<file path="src/common/motion_start_pkg.sv">
// Purpose: Shared constants for the motion start input handler
// Assumes: APB byte addresses, 32-bit data, one word per register
// Notes: Ranges and reset values of the homing configuration

package motion_start_pkg;

    localparam int ADDR_W = 8;
    localparam int NO_W = 6;
    localparam int DIRECT_N = 6;
    localparam int SPEED_W = 20;
    localparam int OFFSET_W = 24;
    localparam int CURRENT_W = 10;
    localparam int EVT_N = 4;

    // Register byte offsets
    localparam logic [7:0] CTRL_OFS = 8'h00;
    localparam logic [7:0] HOME_SPEED_OFS = 8'h04;
    localparam logic [7:0] HOME_ACCEL_OFS = 8'h08;
    localparam logic [7:0] HOME_START_SPEED_OFS = 8'h0c;
    localparam logic [7:0] HOME_OFFSET_OFS = 8'h10;
    localparam logic [7:0] PUSH_CURRENT_OFS = 8'h14;
    localparam logic [7:0] DIRECT_MAP_BASE = 8'h20;
    localparam logic [7:0] STATUS_OFS = 8'h40;
    localparam logic [7:0] IRQ_STATUS_OFS = 8'h44;
    localparam logic [7:0] IRQ_ENABLE_OFS = 8'h48;
    localparam logic [7:0] IRQ_CLEAR_OFS = 8'h4c;

    // Control register fields
    localparam int CTRL_ALARM_EN_BIT = 0;
    localparam int CTRL_MODE_LSB = 1;
    localparam int CTRL_DIR_BIT = 3;
    localparam int CTRL_INDEX_APERTURE_INPUT_BIT = 4;
    localparam int CTRL_TIM_BIT = 5;
    localparam int CTRL_ALARM_CLR_BIT = 6;

    // Status register fields
    localparam int STAT_HOME_BIT = 0;
    localparam int STAT_BUSY_BIT = 1;
    localparam int STAT_ALARM_BIT = 2;
    localparam int STAT_NO_LSB = 8;

    // Interrupt event bits
    localparam int EVT_MOVE_START = 0;
    localparam int EVT_OP_DONE = 1;
    localparam int EVT_HOMED = 2;
    localparam int EVT_ALARM = 3;

    // Homing modes
    localparam logic [1:0] MODE_TWO_SENSOR = 2'h0;
    localparam logic [1:0] MODE_THREE_SENSOR = 2'h1;
    localparam logic [1:0] MODE_PUSH = 2'h2;

    // Limits
    localparam logic [31:0] SPEED_MIN = 32'h0000_0001;
    localparam logic [31:0] SPEED_MAX = 32'h000f_4240;
    localparam logic [31:0] CURRENT_MAX = 32'h0000_03e8;

    // Reset values
    localparam logic RST_ALARM_EN = 1'b0;
    localparam logic [1:0] RST_MODE = MODE_THREE_SENSOR;
    localparam logic [SPEED_W-1:0] RST_HOME_SPEED = 20'h003e8;
    localparam logic [SPEED_W-1:0] RST_HOME_ACCEL = 20'h003e8;
    localparam logic [SPEED_W-1:0] RST_HOME_START_SPEED = 20'h001f4;
    localparam logic [OFFSET_W-1:0] RST_HOME_OFFSET = 24'h000000;
    localparam logic RST_DIR = 1'b1;
    localparam logic RST_INDEX_APERTURE_INPUT = 1'b0;
    localparam logic RST_TIM = 1'b0;
    localparam logic [CURRENT_W-1:0] RST_PUSH_CURRENT = 10'h3e8;
    localparam logic [NO_W-1:0] RST_LAST_NO = 6'h3f;

endpackage : motion_start_pkg

</file>
<file path="src/hdl/motion_start_handler.sv">
// Purpose: Decode start inputs into positioning and homing launches
// Assumes: Motion generator answers with op_done and motor_at_rest
// Notes: APB slave holds homing configuration and direct maps
//
// Functional notes
// - Start launches move with selected data number
// - Unhomed start alarms only when enabled
// - Sequential start uses next data number
// - Direct input starts its mapped move
// - Six maps 0..63, reset 0 to 5
// - Home input starts homing sequence
// - Home flag after completion and rest
// - Mode field picks homing method
// - Homing speed 1 to 1000000, reset 1000
// - Homing accel 1 to 1000000, reset 1000
// - Homing start speed range, reset 500
// - Signed 24-bit home offset, reset 0
// - Search direction bit, reset positive
// - Aperture sensor use bit, reset off
// - Phase pulse use bit, reset off
// - Push current 0..1000 tenths percent
//
// Implementation choices: register access over APB and the address map.

`timescale 1ns/1ps

module motion_start_handler (
    input wire logic clk_sys,
    input wire logic resetn,
    input wire logic [7:0] paddr,
    input wire logic psel,
    input wire logic penable,
    input wire logic pwrite,
    input wire logic [31:0] pwdata,
    output logic [31:0] prdata,
    output logic pready,
    output logic pslverr,
    input wire logic start_input,
    input wire logic sequential_start_input,
    input wire logic [5:0] direct_select_inputs,
    input wire logic home_input,
    input wire logic [5:0] data_number_select_inputs,
    input wire logic op_done,
    input wire logic motor_at_rest,
    output logic move_start,
    output logic [5:0] move_data_no,
    output logic home_start,
    output logic home_position_flag,
    output logic home_incomplete_alarm,
    output logic irq,
    output logic [1:0] home_mode,
    output logic [19:0] home_speed,
    output logic [19:0] home_accel,
    output logic [19:0] home_start_speed,
    output logic [23:0] home_offset,
    output logic home_dir,
    output logic index_aperture_input_use,
    output logic tim_use,
    output logic [9:0] push_current
);

    logic [8:0] trig_level, trig_rise;
    logic [5:0] sel_no, direct_rise;
    logic start_rise, seq_rise, home_rise;
    // Pin synchronisers
    input_edge_sync #(.W(9)) u_trig_sync (
        .clk_sys(clk_sys),
        .resetn(resetn),
        .pin_in({direct_select_inputs, home_input, sequential_start_input, start_input}),
        .level(trig_level),
        .rise(trig_rise)
    );
    input_edge_sync #(.W(6)) u_no_sync (
        .clk_sys(clk_sys),
        .resetn(resetn),
        .pin_in(data_number_select_inputs),
        .level(sel_no),
        .rise()
    );
    assign start_rise = trig_rise[0];
    assign seq_rise = trig_rise[1];
    assign home_rise = trig_rise[2];
    assign direct_rise = trig_rise[8:3];
    // Configuration registers
    logic alarm_en_q, dir_q, index_aperture_input_q, tim_q;
    logic [1:0] mode_q;
    logic [19:0] speed_q, accel_q, start_speed_q;
    logic [23:0] offset_q;
    logic [9:0] current_q;
    logic [5:0] map_q [6];
    // APB handshake: one wait cycle, then pready
    logic pready_q, pslverr_q, access, wr_take, mapped;
    logic [31:0] prdata_q, rdata_d;
    logic ctrl_wr, irq_clear_wr, irq_enable_wr;
    assign access = psel & penable;
    assign wr_take = access & pready_q & pwrite & ~pslverr_q;
    assign ctrl_wr = wr_take & (paddr == motion_start_pkg::CTRL_OFS);
    assign irq_clear_wr = wr_take & (paddr == motion_start_pkg::IRQ_CLEAR_OFS);
    assign irq_enable_wr = wr_take & (paddr == motion_start_pkg::IRQ_ENABLE_OFS);
    // Operation state
    logic busy_q, homing_q, homed_pend_q, home_flag_q, alarm_q;
    logic move_start_q, home_start_q, irq_q;
    logic [5:0] move_no_q, last_no_q;
    logic [3:0] irq_status, irq_enable;

    always_comb begin
        mapped = 1'b1;
        rdata_d = 32'h0000_0000;
        unique case (paddr)
            motion_start_pkg::CTRL_OFS: begin
                rdata_d[motion_start_pkg::CTRL_ALARM_EN_BIT] = alarm_en_q;
                rdata_d[motion_start_pkg::CTRL_MODE_LSB +: 2] = mode_q;
                rdata_d[motion_start_pkg::CTRL_DIR_BIT] = dir_q;
                rdata_d[motion_start_pkg::CTRL_INDEX_APERTURE_INPUT_BIT] = index_aperture_input_q;
                rdata_d[motion_start_pkg::CTRL_TIM_BIT] = tim_q;
            end
            motion_start_pkg::HOME_SPEED_OFS: rdata_d[19:0] = speed_q;
            motion_start_pkg::HOME_ACCEL_OFS: rdata_d[19:0] = accel_q;
            motion_start_pkg::HOME_START_SPEED_OFS: rdata_d[19:0] = start_speed_q;
            motion_start_pkg::HOME_OFFSET_OFS: rdata_d[23:0] = offset_q;
            motion_start_pkg::PUSH_CURRENT_OFS: rdata_d[9:0] = current_q;
            motion_start_pkg::STATUS_OFS: begin
                rdata_d[motion_start_pkg::STAT_HOME_BIT] = home_flag_q;
                rdata_d[motion_start_pkg::STAT_BUSY_BIT] = busy_q;
                rdata_d[motion_start_pkg::STAT_ALARM_BIT] = alarm_q;
                rdata_d[motion_start_pkg::STAT_NO_LSB +: 6] = move_no_q;
            end
            motion_start_pkg::IRQ_STATUS_OFS: rdata_d[3:0] = irq_status;
            motion_start_pkg::IRQ_ENABLE_OFS: rdata_d[3:0] = irq_enable;
            motion_start_pkg::IRQ_CLEAR_OFS: rdata_d = 32'h0000_0000;
            default: begin
                mapped = 1'b0;
                for (int k = 0; k < 6; k++) begin
                    if (paddr == motion_start_pkg::DIRECT_MAP_BASE + 8'(4 * k)) begin
                        mapped = 1'b1;
                        rdata_d[5:0] = map_q[k];
                    end
                end
            end
        endcase
    end

    always_ff @(posedge clk_sys) begin
        if (!resetn) begin
            pready_q <= 1'b0;
            pslverr_q <= 1'b0;
            prdata_q <= 32'h0000_0000;
        end else begin
            pready_q <= access & ~pready_q;
            pslverr_q <= access & ~pready_q & ~mapped;
            if (access & ~pready_q) begin
                prdata_q <= pwrite ? 32'h0000_0000 : rdata_d;
            end
        end
    end
    // Control register and homing parameters
    always_ff @(posedge clk_sys) begin
        if (!resetn) begin
            alarm_en_q <= motion_start_pkg::RST_ALARM_EN;
            mode_q <= motion_start_pkg::RST_MODE;
            dir_q <= motion_start_pkg::RST_DIR;
            index_aperture_input_q <= motion_start_pkg::RST_INDEX_APERTURE_INPUT;
            tim_q <= motion_start_pkg::RST_TIM;
        end else if (ctrl_wr) begin
            alarm_en_q <= pwdata[motion_start_pkg::CTRL_ALARM_EN_BIT];
            if (pwdata[motion_start_pkg::CTRL_MODE_LSB +: 2] != 2'h3) begin
                mode_q <= pwdata[motion_start_pkg::CTRL_MODE_LSB +: 2];
            end
            dir_q <= pwdata[motion_start_pkg::CTRL_DIR_BIT];
            index_aperture_input_q <= pwdata[motion_start_pkg::CTRL_INDEX_APERTURE_INPUT_BIT];
            tim_q <= pwdata[motion_start_pkg::CTRL_TIM_BIT];
        end
    end
    // Out-of-range writes leave the old value
    function automatic logic in_speed(input logic [31:0] v);
        in_speed = (v >= motion_start_pkg::SPEED_MIN) && (v <= motion_start_pkg::SPEED_MAX);
    endfunction : in_speed
    always_ff @(posedge clk_sys) begin
        if (!resetn) begin
            speed_q <= motion_start_pkg::RST_HOME_SPEED;
            accel_q <= motion_start_pkg::RST_HOME_ACCEL;
            start_speed_q <= motion_start_pkg::RST_HOME_START_SPEED;
            offset_q <= motion_start_pkg::RST_HOME_OFFSET;
            current_q <= motion_start_pkg::RST_PUSH_CURRENT;
        end else if (wr_take) begin
            if (paddr == motion_start_pkg::HOME_SPEED_OFS && in_speed(pwdata)) begin
                speed_q <= pwdata[19:0];
            end
            if (paddr == motion_start_pkg::HOME_ACCEL_OFS && in_speed(pwdata)) begin
                accel_q <= pwdata[19:0];
            end
            if (paddr == motion_start_pkg::HOME_START_SPEED_OFS && in_speed(pwdata)) begin
                start_speed_q <= pwdata[19:0];
            end
            if (paddr == motion_start_pkg::HOME_OFFSET_OFS) begin
                offset_q <= pwdata[23:0];
            end
            if (paddr == motion_start_pkg::PUSH_CURRENT_OFS
                    && pwdata <= motion_start_pkg::CURRENT_MAX) begin
                current_q <= pwdata[9:0];
            end
        end
    end
    // Direct input number maps
    genvar g;
    generate
        for (g = 0; g < 6; g++) begin : g_map
            always_ff @(posedge clk_sys) begin
                if (!resetn) begin
                    map_q[g] <= 6'(g);
                end else if (wr_take
                        && paddr == motion_start_pkg::DIRECT_MAP_BASE + 8'(4 * g)) begin
                    map_q[g] <= pwdata[5:0];
                end
            end
        end
    endgenerate
    // Start request selection: start, then direct, then sequential
    logic pos_req, alarm_trip;
    logic [5:0] direct_no, req_no;
    always_comb begin
        direct_no = 6'h00;
        for (int k = 5; k >= 0; k--) begin
            if (direct_rise[k]) begin
                direct_no = map_q[k];
            end
        end
    end
    assign pos_req = start_rise | seq_rise | (|direct_rise);
    assign alarm_trip = alarm_en_q & ~home_flag_q;
    always_comb begin
        if (start_rise) begin
            req_no = sel_no;
        end else if (|direct_rise) begin
            req_no = direct_no;
        end else begin
            req_no = last_no_q + 6'h01;
        end
    end
    logic launch_ok, alarm_evt, homed_evt;
    assign launch_ok = ~busy_q & ~home_rise & pos_req & ~alarm_trip;
    assign alarm_evt = ~busy_q & ~home_rise & pos_req & alarm_trip;
    assign homed_evt = homed_pend_q & motor_at_rest & ~home_flag_q;
    // Launch and busy tracking
    always_ff @(posedge clk_sys) begin
        if (!resetn) begin
            busy_q <= 1'b0;
            homing_q <= 1'b0;
            move_start_q <= 1'b0;
            home_start_q <= 1'b0;
            move_no_q <= 6'h00;
            last_no_q <= motion_start_pkg::RST_LAST_NO;
        end else begin
            move_start_q <= 1'b0;
            home_start_q <= 1'b0;
            if (busy_q) begin
                if (op_done) begin
                    busy_q <= 1'b0;
                    homing_q <= 1'b0;
                end
            end else if (home_rise) begin
                home_start_q <= 1'b1;
                busy_q <= 1'b1;
                homing_q <= 1'b1;
            end else if (launch_ok) begin
                move_start_q <= 1'b1;
                busy_q <= 1'b1;
                move_no_q <= req_no;
                last_no_q <= req_no;
            end
        end
    end
    // Home flag after completion and rest; alarm latch
    always_ff @(posedge clk_sys) begin
        if (!resetn) begin
            homed_pend_q <= 1'b0;
            home_flag_q <= 1'b0;
            alarm_q <= 1'b0;
        end else begin
            if (~busy_q & home_rise) begin
                homed_pend_q <= 1'b0;
                home_flag_q <= 1'b0;
            end else if (homing_q & op_done) begin
                homed_pend_q <= 1'b1;
            end else if (homed_evt) begin
                homed_pend_q <= 1'b0;
                home_flag_q <= 1'b1;
            end
            if (alarm_evt) begin
                alarm_q <= 1'b1;
            end else if (ctrl_wr & pwdata[motion_start_pkg::CTRL_ALARM_CLR_BIT]) begin
                alarm_q <= 1'b0;
            end
        end
    end
    event_irq_regs #(.W(4)) u_irq (
        .clk_sys(clk_sys),
        .resetn(resetn),
        .event_set({alarm_evt, homed_evt, op_done & busy_q, launch_ok}),
        .clear_wr(irq_clear_wr),
        .enable_wr(irq_enable_wr),
        .wdata(pwdata[3:0]),
        .status_q(irq_status),
        .enable_q(irq_enable),
        .irq_q(irq_q)
    );
    assign prdata = prdata_q;
    assign pready = pready_q;
    assign pslverr = pslverr_q;
    assign move_start = move_start_q;
    assign move_data_no = move_no_q;
    assign home_start = home_start_q;
    assign home_position_flag = home_flag_q;
    assign home_incomplete_alarm = alarm_q;
    assign irq = irq_q;
    assign home_mode = mode_q;
    assign home_speed = speed_q;
    assign home_accel = accel_q;
    assign home_start_speed = start_speed_q;
    assign home_offset = offset_q;
    assign home_dir = dir_q;
    assign index_aperture_input_use = index_aperture_input_q;
    assign tim_use = tim_q;
    assign push_current = current_q;
endmodule : motion_start_handler

</file>
<file path="src/hdl/input_edge_sync.sv">
// Purpose: Two-stage synchroniser with rising edge detect per bit
// Assumes: Inputs asynchronous to clk_sys
// Notes: First stage feeds only the second stage

`timescale 1ns/1ps

module input_edge_sync #(
    parameter int W = 1
) (
    input wire logic clk_sys,
    input wire logic resetn,
    input wire logic [W-1:0] pin_in,
    output logic [W-1:0] level,
    output logic [W-1:0] rise
);

    genvar i;
    generate
        for (i = 0; i < W; i++) begin : g_bit
            logic meta_q;
            logic sync_q;
            logic prev_q;
            always_ff @(posedge clk_sys) begin
                if (!resetn) begin
                    meta_q <= 1'b0;
                    sync_q <= 1'b0;
                    prev_q <= 1'b0;
                end else begin
                    meta_q <= pin_in[i];
                    sync_q <= meta_q;
                    prev_q <= sync_q;
                end
            end
            assign level[i] = sync_q;
            assign rise[i] = sync_q & ~prev_q;
        end
    endgenerate

endmodule : input_edge_sync

</file>
<file path="src/hdl/event_irq_regs.sv">
// Purpose: Sticky event status, enable mask and level interrupt
// Assumes: Write strobes are single-cycle
// Notes: A set in the clearing cycle wins

`timescale 1ns/1ps

module event_irq_regs #(
    parameter int W = 4
) (
    input wire logic clk_sys,
    input wire logic resetn,
    input wire logic [W-1:0] event_set,
    input wire logic clear_wr,
    input wire logic enable_wr,
    input wire logic [W-1:0] wdata,
    output logic [W-1:0] status_q,
    output logic [W-1:0] enable_q,
    output logic irq_q
);

    logic [W-1:0] status_d;

    always_comb begin
        status_d = status_q;
        if (clear_wr) begin
            status_d = status_d & ~wdata;
        end
        status_d = status_d | event_set;
    end

    always_ff @(posedge clk_sys) begin
        if (!resetn) begin
            status_q <= '0;
            enable_q <= '0;
            irq_q <= 1'b0;
        end else begin
            status_q <= status_d;
            if (enable_wr) begin
                enable_q <= wdata;
            end
            irq_q <= |(status_d & (enable_wr ? wdata : enable_q));
        end
    end

endmodule : event_irq_regs

</file>
<file path="config.mk">
export PLATFORM = sky130hd
export DESIGN_NAME = motion_start_handler
export DESIGN_NICKNAME = d
export VERILOG_FILES = /design/src/common/motion_start_pkg.sv /design/src/hdl/motion_start_handler.sv /design/src/hdl/input_edge_sync.sv /design/src/hdl/event_irq_regs.sv
export SDC_FILE = /design/constraint.sdc
export NUM_CORES = 1
export LEC_CHECK = 0
export ABC_AREA = 1
export BUFFER_PORTS_ARGS = -buffer_cell sky130_fd_sc_hd__buf_2
export CAP_MARGIN = 20
export CORE_ASPECT_RATIO = 1.25
export CORE_MARGIN = 2
export CORE_UTILIZATION = 50
export CTS_BUF_LIST = sky130_fd_sc_hd__clkbuf_8 sky130_fd_sc_hd__clkbuf_16
export DETAILED_ROUTE_END_ITERATION = 12
export PLACE_DENSITY = 0.87
export SLEW_MARGIN = 40
export SYNTH_ARGS = -nofsm -noshare
export SYNTH_HDL_FRONTEND = slang
export SYNTH_SLANG_ARGS = --single-unit
</file>
<file path="constraint.sdc">
create_clock -name clk_sys -period 1.8 [get_ports clk_sys]
set_input_delay 0.27 -clock clk_sys [delete_from_list [all_inputs] [get_ports clk_sys]]
set_output_delay 0.27 -clock clk_sys [all_outputs]
set_load 0.01 [all_outputs]
</file>
==> run metrics, run 1 <==
Worst Setup Path Type reg -> reg; Die Ht 166 um; Post-Route WL 35,100 um; via/cell ratio 5.40; largest net degree at the start of global routing 70; Final Cell Area 0.0136 mm^2; Clock Sinks around 230; post-synthesis sequential area ratio 0.474; Antenna Nets Post-Route 0; vias in the first global route 10,600; r2r setup slk -0.07 ns; Worst setup EP type register; clock slew at the register clock pins of the worst setup and hold paths around 0.070 ns; r2r startpoint pready; share of cells above drive strength 1 0.229; most common cell in the synthesized netlist nand2_1; clk root buf clkbuf_16; max-cap violations 0; max-slew violation count 0; Synth top area share 0.370; Worst Path Arrival 2.32 ns; final hold vios 0; Max Fanout on Critical Path 7; CTS tree done; TritonCTS buffer count 23; pwr dens about 840 mW/mm^2; Sum Neg Setup Slack -0.367 ns; status complete, but fails checks; num rows 59; Worst Setup Start Kind register; DR vias 11,300; VDD IR-drop max 837 uV; Synth-to-Final Area Change 30.5%; flops & latches, synth 229; width of the die 133 um; Final #Nets between 1,500 and 2,000; routed length per placed instance 16.8 um; first-pass GRT wire length 52,800 um; DR pass1 iterations 6; number of synthesized flops with an enable pin 36; failing checks setup timing; ys flop type dfxtp_1; synth cell count leaders 403 x nand2_1, 230 x nor2_1, 193 x dfxtp_1; depth of the CTS H-tree 1; Synth Instances between 1,000 and 1,500; Worst Slack Setup Final -0.0682 ns; synth warn 0; DRC viols 0; Hold Startpoint pwdata[21]; Clock Skew 0.0102 ns; Detail Placement HPWL 25,100 um; GR Overflow Total 0; setup violators final 17; Clock Latency Late Sink 0.52 ns; leakage approximately 7.0 nW; n_diodes 0; Syn Area/Cell around 7.0 um^2; fin crit share 1.04; crit path time final 1.87 ns; worst hold path depth 3; Worst R2R Path Depth 10; Post-Place Cell Area 0.0124 mm^2; GPL Wtd Cong 0.996; Core Region ~0.021 mm^2; Min-Delay Endpoint home_offset[21]; starting DRC count in detailed routing 1,462; Min-Delay Path Class in -> reg; Total Routing Usage GR 0.300; fmax 535 MHz; Async SR Flop Fraction 0; IO Pins 206; initial antenna violation count 0; area leader, netlist dfxtp_1; die area 0.0221 mm^2; synthesized area between 0.01 and 0.015 mm^2; R2R Path End home_accel[15]; Place WS -0.0982 ns; Worst EP required ~2.3 ns; RSZ-0062 raised after global routing true; distinct cell type count after synthesis 39; Initial Util 0.505; I/O Buffers about 200; clk buf depth 3; Layout Utilization 0.659; Hold WS 0.00995 ns; largest cells by area after synthesis dfxtp_1 37%, nand2_1 14%, edfxtp_1 10%, nor2_1 8.3%, inv_1 6.7%
[registers in the layout (all words and copies together), names as in the netlist, 2 cells and up]
signal	flops
home_accel	20
home_mode	2
home_offset	24
home_speed	20
home_start_speed	20
last_no_q	6
map_q	36
move_data_no	6
prdata	24
push_current	10
u_irq.enable_q	4
u_irq.status_q	4
u_no_sync.g_bit.meta_q	6
u_no_sync.g_bit.sync_q	6
u_trig_sync.g_bit.meta_q	9
u_trig_sync.g_bit.prev_q	9
u_trig_sync.g_bit.sync_q	9
[where the power goes]
part / internal [mW] / switching [mW] / total, mW
registers: 5.31 / 0.0816 / 5.39
clock network: 2.94 / 2.06 / 5.00
logic: 0.387 / 0.628 / 1.01
[metrics by stage]
| step | std cells | total power [mW] |
|---|---|---|
| global placement | 2019 | 6.40 |
| CTS | 2075 | 11.4 |
| finish | 2085 | 11.4 |
| detailed placement | 2019 | 6.43 |
| global route | 2085 | 11.8 |
| floorplan | 1499 | 6.01 |
[worst max-delay path by stage]
stage,slack [ns],start,depth (start not counted),to
after floorplan,-0.05,pready,5,map_q[2][0]
after global placement,-0.05,psel,11,u_irq.irq_q
after detailed placement,-0.1,psel,11,u_irq.irq_q
after CTS,-0.02,pready,6,map_q[2][1]
after global routing,-0.10,pready,10,home_accel[10]
final,-0.07,pready,10,home_accel[15]
[cells by family after synthesis]
logic type,after synthesis,synth area share
AND/OR/NAND/NOR,811,0.323
adder cells (fa/ha/maj),1,0.00120
flip-flops,229,0.474
buffers and inverters,269,0.106
AO/OA/AOI/OAI,177,0.0917
XOR/XNOR,4,0.00336
other,1,0.000359
[routing by layer]
| metal | share of wire | up-vias | global-route usage |
|---|---|---|---|
| met2 | 0.48 | 689 | 0.532 |
| met4 | 0.068 | 0 | 0.178 |
| met5 | 0 | - | 0 |
| met1 | 0.35 | 5083 | 0.337 |
| li1 | - | 5288 | - |
| met3 | 0.098 | 190 | 0.0601 |
[layout make-up]
| type | instances | area [um^2] |
|---|---|---|
| Sequential cell | 229 | 4950 |
| Clock inverter | 14 | 155 |
| Tap cell | 274 | 343 |
| Multi-Input combinational cell | 1001 | 4510 |
| Inverter | 192 | 721 |
| Fill cell | 1719 | 7040 |
| Clock buffer | 27 | 631 |
| Timing Repair Buffer | 348 | 2320 |
[placed cells by master, fill, tap and decap left out, drive strengths merged, types with 3 or more instances in the layout]
cell type,synthesis,layout
a21oi,68,68
nor2,236,236
nand2,407,407
bufinv,0,3
dlygate4sd3,0,15
nor3,10,10
or2,3,3
o22ai,7,7
a22oi,4,4
dfxtp,193,193
clkinv,4,9
nand3,122,122
inv,188,192
buf,44,330
nand3b,6,6
o2111ai,6,6
edfxtp,36,36
o21bai,4,4
nand4,26,26
clkbuf,33,30
o21ai,81,81
conb,1,8
xor2,4,4
[critical path, stage by stage (launching register included)]
cell and delay [ns]:
dfxtp_2 0.34, nand2_2 0.06, nor3_4 0.26, nand4_1 0.21, nor2_4 0.21, buf_6 0.12, nand3_4 0.15, clkbuf_16 0.22
nand2_1 0.06, nand2_1 0.05, nor2_1 0.11
[repair_timing]
action | 4_1_cts | 5_1_grt
pin swaps | 2 | 9
hold endpoints to repair | 15 | 0
hold buffers | 15 | 0
gates cloned | 0 | 5
buffers inserted | 0 | 5
gates resized for setup | 11 | 25
endpoints found under the setup margin | 13 | 143
No activity file was read; power rests on OpenSTA's default activity.
==> run 2: changes to the inputs <==
--- a/config.mk
+++ b/config.mk
@@ -8,7 +8,6 @@
 export ABC_AREA = 1
 export BUFFER_PORTS_ARGS = -buffer_cell sky130_fd_sc_hd__buf_2
 export CAP_MARGIN = 20
-export CORE_ASPECT_RATIO = 1.25
 export CORE_MARGIN = 2
 export CORE_UTILIZATION = 50
 export CTS_BUF_LIST = sky130_fd_sc_hd__clkbuf_8 sky130_fd_sc_hd__clkbuf_16
==> run 2 against run 1 <==
Compared with the run above: the run now ends clean; non-clock buffer count fell by 9; critical path depth down 5; core utilization increased by 1.0 points; fmax is 5.7% higher; clock power is 6.6% higher; sequential share of layout area about the same; clock skew is 0.011 ns higher; setup slack gained 0.10 ns; cell count is 0.48% lower; largest power group unchanged; first-iteration DRC count down 9.9%; critical path type unchanged; hold slack gained 0.011 ns; via count increased by 1.4%.
==> run metrics, run 2 (same netlist as run 1, synthesis figures left out) <==
VDD IR-drop max 616 uV (-26%); Final Cell Area 0.0136 mm^2 (about the same); CP delay by family, top simple AND/OR/NAND/NOR gates; DR vias 11,400 (+1.4%); CTS tree done; Top reg by flops map_q; met3 Usage GRT 0.0718 (+0.0116); Initial Util 0.513 (+0.00757); Slew HR 0.612; Worst Path Arrival 2.16 ns (-0.16 ns); TritonCTS buffer count 24 (+4.3%); Antenna Nets Post-Route 0 (unchanged); Place WS -0.188 ns (-0.0894 ns); GPL Wtd Cong 0.959 (-3.7%); met1 Track Usage GR 0.381 (+0.0442); Sum Neg Setup Slack 0 ns (+0.367 ns); fin crit share 0.982 (-0.0562); final cell count without fillers 2,075 (-0.48%); clock slew at the register clock pins of the worst setup and hold paths 0.06 ns (about the same); leakage 6.93 nW (-0.32%); R2R Path End pslverr; most used routing layer met2; register area 0.00495 mm^2 (about the same); width of the die 148 um (+11%); Clock Latency Late Sink 0.53 ns (about the same); Hold WS 0.0209 ns (+0.0110 ns); Buf/Inv on CP 1 (-1); Largest register FFs 36 (unchanged); CP Cell Sequence nor2_1 -> clkinv_1 -> nor2_1 -> o31ai_1 -> nor3_1; share of cells above drive strength 1 0.225 (-0.00367); r2r setup slk 0.03 ns (+0.10 ns); final hold vios 0 (unchanged); depth of the CTS H-tree 1 (unchanged); vias in the first global route 10,600 (+0.20%); Crit path top cell by count nor2_1; max-cap violations 0 (unchanged); die area 0.0220 mm^2 (about the same); n_diodes 0 (unchanged); routing usage on met2 0.531 (-0.000545); RSZ-0062 raised after global routing true; Worst Setup Path Type reg -> reg; pwr dens 864 mW/mm^2 (+3.2%); setup violators final 0 (-17); area of the multi-input gates 0.00453 mm^2 (+0.42%); first-pass GRT wire length 55,100 um (+4.3%); clk buf depth 3 (unchanged); Core Region 0.0204 mm^2 (-1.5%); fmax 566 MHz (+5.7%); Clock Sinks 229 (unchanged); Hold Startpoint pwdata[21]; via/cell ratio 5.50 (+1.9%); Slew @ Worst Pin 0.582 ns; Worst setup EP type register; Worst Slack Setup Final 0.0330 ns (+0.101 ns); Total Routing Usage GR 0.315 (+0.0149); crit path time final 1.77 ns (-0.101 ns); Die Ht 148 um (-10%); routed length per placed instance 17.5 um (+4.0%); max-slew violation count 0 (unchanged); Total Power 11.8 mW (+3.2%); DRC viols 0 (unchanged); clk root buf clkbuf_16; Layout fillers 1,582 (-8.0%); Post-Place Cell Area 0.0124 mm^2 (-0.12%); commonest non-fill, non-tap cells in the layout 391 x nand2_1, 226 x nor2_1, 196 x buf_2; worst hold path depth 3 (unchanged); Worst Setup Start Kind register; status complete, no violations; Synth-to-Final Area Change 30.6% (about the same); Final #Nets 1,850 (-0.43%); Post-Route WL 36,300 um (+3.5%); Worst EP required 2.19 ns (-0.06 ns); GR Overflow Total 0 (unchanged); DR pass1 iterations 5 (-1); initial antenna violation count 0 (unchanged); Min-Delay Endpoint home_offset[21]; Clock Skew 0.0212 ns (+0.0110 ns); Layout Utilization 0.669 (+0.0100); Detail Placement HPWL 25,500 um (+1.5%); num rows 52 (-12%); Min-Delay Path Class in -> reg; Worst R2R Path Depth 5 (-5); starting DRC count in detailed routing 1,317 (-9.9%); Largest stage delay, worst path 0.42 ns (+0.08 ns); CP max-delay cell nor2_1; I/O Buffers 197 (unchanged); most common cell after layout, fill and taps aside nand2_1; IO Pins 206 (unchanged); Max Fanout on Critical Path 6 (-1); largest net degree at the start of global routing 117 (+67%); # placed instances 2,012 (-0.35%); r2r startpoint pready
## run 2: area by class of cell
class	count	area share
Clock buffer	30	0.0526
Tap cell	270	0.0248
Clock inverter	14	0.0106
Sequential cell	229	0.363
Inverter	192	0.0529
Timing Repair Buffer	339	0.164
Multi-Input combinational cell	1001	0.333
## run 2: repair_timing
| action | CTS | global route |
|---|---|---|
| setup buffers | 2 | 0 |
| resized for setup | 7 | 34 |
| endpoints found under the hold margin | 16 | 0 |
| pin swaps | 3 | 10 |
| setup endpoints to repair | 71 | 157 |
| gates cloned | 0 | 1 |
| hold buffers | 16 | 0 |
## run 2: worst max-delay path by stage
| stage | start | end | slack (ns) | cells past startpoint |
|---|---|---|---|---|
| after floorplan | pready | map_q[2][0] | -0.05 | 5 |
| after global placement | pwdata[20] | push_current[1] | -0.09 | 10 |
| after detailed placement | pwdata[20] | home_speed[0] | -0.19 | 13 |
| after CTS | pready | home_accel[17] | -0.007 | 10 |
| after global routing | pready | home_speed[16] | -0.08 | 10 |
| final | pready | pslverr | 0.03 | 5 |
## run 2: routing by layer
layer  share of wire  wire, um  vias up
li1                -         -     5285
met1            0.36     13200     5165
met2            0.46     16800      773
met3            0.11      4150      181
met4           0.058      2100        0
met5               0         0        -
## run 2: tightest hold or removal path: cells and delay by family
family / cells / cell delay (ns)
and+or+nand+nor: 2 / 0.13
buffers and inverters: 1 / 0.09
## run 2: power breakdown
part / internal, mW / total [mW] / leakage, nW / switching (mW)
logic: 0.389 / 1.03 / 4.57 / 0.645
clock network: 3.24 / 5.33 / 0.442 / 2.09
registers: 5.31 / 5.41 / 1.92 / 0.0988
total: 8.94 / 11.8 / 6.93 / 2.83
==> run 3: changes to the inputs <==
--- a/config.mk
+++ b/config.mk
@@ -6,13 +6,13 @@
 export NUM_CORES = 1
 export LEC_CHECK = 0
 export ABC_AREA = 1
-export BUFFER_PORTS_ARGS = -buffer_cell sky130_fd_sc_hd__buf_2
 export CAP_MARGIN = 20
 export CORE_MARGIN = 2
-export CORE_UTILIZATION = 50
+export CORE_UTILIZATION = 55
 export CTS_BUF_LIST = sky130_fd_sc_hd__clkbuf_8 sky130_fd_sc_hd__clkbuf_16
 export DETAILED_ROUTE_END_ITERATION = 12
-export PLACE_DENSITY = 0.87
+export DONT_BUFFER_PORTS = 1
+export PLACE_DENSITY = 0.84
 export SLEW_MARGIN = 40
 export SYNTH_ARGS = -nofsm -noshare
 export SYNTH_HDL_FRONTEND = slang
==> run 3 against run 2 <==
Compared with the run above: the run now ends with hold timing left; die area shrank 8.9%; sequential share of layout area up 2.2 points; cell area down 5.8%; clock power fell by 3%; hold slack got worse by 0.12 ns; sequential power about the same; non-clock buffer count fell by 169; cell count down 9.8%; critical endpoint is now u_irq.irq_q.
==> run metrics, run 3 (same netlist as run 1, synthesis figures left out) <==
worst hold path depth 1 (-2); num rows 50 (-3.8%); Antenna Nets Post-Route 0 (unchanged); GPL Wtd Cong 0.990 (+3.2%); Top reg by flops map_q; RSZ-0062 raised after global routing true; VDD IR-drop max 788 uV (+28%); pwr dens 895 mW/mm^2 (+3.6%); Post-Place Cell Area 0.0111 mm^2 (-11%); GR Overflow Total 0 (unchanged); DR vias 10,700 (-6.1%); max-slew violation count 0 (unchanged); Slew HR 0.661 (+0.0492); Crit path top cell by count nand2_1; Worst Slack Setup Final 0.107 ns (+0.0742 ns); Hold WS -0.0970 ns (-0.118 ns); clock slew at the register clock pins of the worst setup and hold paths 0.07 ns (about the same); Core Region 0.0186 mm^2 (-8.5%); Synth-to-Final Area Change 23.0%; status complete, but fails checks; Max Fanout on Critical Path 5 (-1); starting DRC count in detailed routing 1,016 (-23%); TritonCTS buffer count 24 (unchanged); setup violators final 0 (unchanged); Final Cell Area 0.0128 mm^2 (-5.8%); Post-Route WL 35,200 um (-3.0%); depth of the CTS H-tree 1 (unchanged); vias in the first global route 10,100 (-4.9%); initial antenna violation count 1 (+1); CP max-delay cell dfxtp_2; I/O Buffers 0 (-100%); crit path time final 1.69 ns (-0.0742 ns); Worst EP required 2.22 ns (+0.03 ns); width of the die 142 um (-4.5%); IO Pins 206 (unchanged); share of cells above drive strength 1 0.0978 (-0.128); fmax 591 MHz (+4.4%); CTS tree done; Worst R2R Path Depth 11 (+6); routed length per placed instance 18.8 um (+7.5%); first-pass GRT wire length 53,400 um (-3.1%); leakage 6.03 nW (-13%); Total Power 11.5 mW (-2.4%); Buf/Inv on CP 2 (+1); Final #Nets 1,681 (-9.1%); Layout fillers 1,463 (-7.5%); Place WS -0.0321 ns (+0.155 ns); Clock Sinks 229 (unchanged); Worst Setup Path Type reg -> reg; Largest stage delay, worst path 0.33 ns (-0.09 ns); Layout Utilization 0.689 (+0.0197); Total Routing Usage GR 0.340 (+0.0243); Worst setup EP type register; via/cell ratio 5.72 (+4.1%); Crit. path cell count 11 (+6); Slew @ Worst Pin 0.508 ns (-0.0744 ns); Initial Util 0.560 (+0.0473); final hold vios 43 (+43); Worst Setup Start Kind register; fin crit share 0.940 (-0.0412); # placed instances 1,738 (-14%); Detail Placement HPWL 23,500 um (-7.8%); Min-Delay Path Class in -> reg; most common cell after layout, fill and taps aside nand2_1; commonest non-fill, non-tap cells in the layout 403 x nand2_1, 226 x nor2_1, 192 x dfxtp_1; clk buf depth 3 (unchanged); clk root buf clkbuf_16; max-cap violations 0 (unchanged); Die Ht 142 um (-4.5%); failing checks hold timing; CP delay by family, top simple AND/OR/NAND/NOR gates; Largest register FFs 36 (unchanged); Sum Neg Setup Slack 0 ns (unchanged); CP Cell Sequence nand2_1 -> nor3_4 -> buf_12 -> buf_4 -> nand3_1 -> o21ai_1 -> nand2_1 -> nand2_1 -> nand2_1 -> nor2_1 -> nor2_1; Clock Latency Late Sink 0.53 ns (about the same); Worst Path Arrival 2.11 ns (-0.05 ns); DR pass1 iterations 7 (+2); DRC viols 0 (unchanged); Clock Skew 0.0114 ns (-0.00975 ns); die area 0.0201 mm^2 (-8.9%); final cell count without fillers 1,871 (-9.8%); r2r setup slk 0.11 ns (+0.07 ns); largest net degree at the start of global routing 152 (+30%)
-- run 3: cell count changes in the layout (fill, tap and decap cells not counted), moves of 3 or more --
cell | previous run | this run
dlygate4sd3_1 | 16 | 82
buf_4 | 114 | 79
nand2_2 | 13 | 3
buf_2 | 196 | 0
inv_1 | 190 | 187
nand2_1 | 391 | 403
-- run 3: worst paths after layout --
path	start	endpoint
max	pready	u_irq.irq_q
min	resetn	push_current[6]
max reg2reg	pready	u_irq.irq_q
min reg2reg	homing_q	homing_q
-- run 3: worst register-to-register path, delay by kind of cell, from the launching register on --
| kind | cells | cell delay (ns) |
|---|---|---|
| AND/OR/NAND/NOR | 8 | 0.77 |
| AO/OA/AOI/OAI | 1 | 0.23 |
| flip-flops | 1 | 0.33 |
| buffers and inverters | 2 | 0.27 |
-- run 3: power by group --
part           switching [mW]  total (mW)  leakage [nW]  internal (mW)
Sequential              0.121        5.43          1.92           5.31
Clock                    2.11        5.16         0.429           3.05
Combinational           0.542       0.908          3.68          0.365
Total                    2.77        11.5          6.03           8.72
-- run 3: timing repair --
action | CTS | global route
resized for setup | 1 | 19
endpoints found under the setup margin | 48 | 97
hold buffers | 82 | 1
pin swaps | 1 | 1
hold endpoints to repair | 149 | 96
setup buffers | 1 | 5
-- run 3: layout make-up --
type	count	area (um^2)	share of cell area
clock buffers	31	742	0.0578
well taps	234	293	0.0228
diodes	1	2.50	0.000195
flip-flops and latches	229	4950	0.385
inverters	192	724	0.0564
repair buffers	170	1590	0.123
clock inverters	13	90.1	0.00701
multi-input cells	1001	4460	0.347
-- run 3: routing by layer --
layer,up-vias,global-route usage,wire length (um)
li1,4948,-,-
met1,4910,0.393,12300
met2,694,0.564,16400
met3,153,0.112,4510
met4,0,0.173,2020
met5,-,0,0
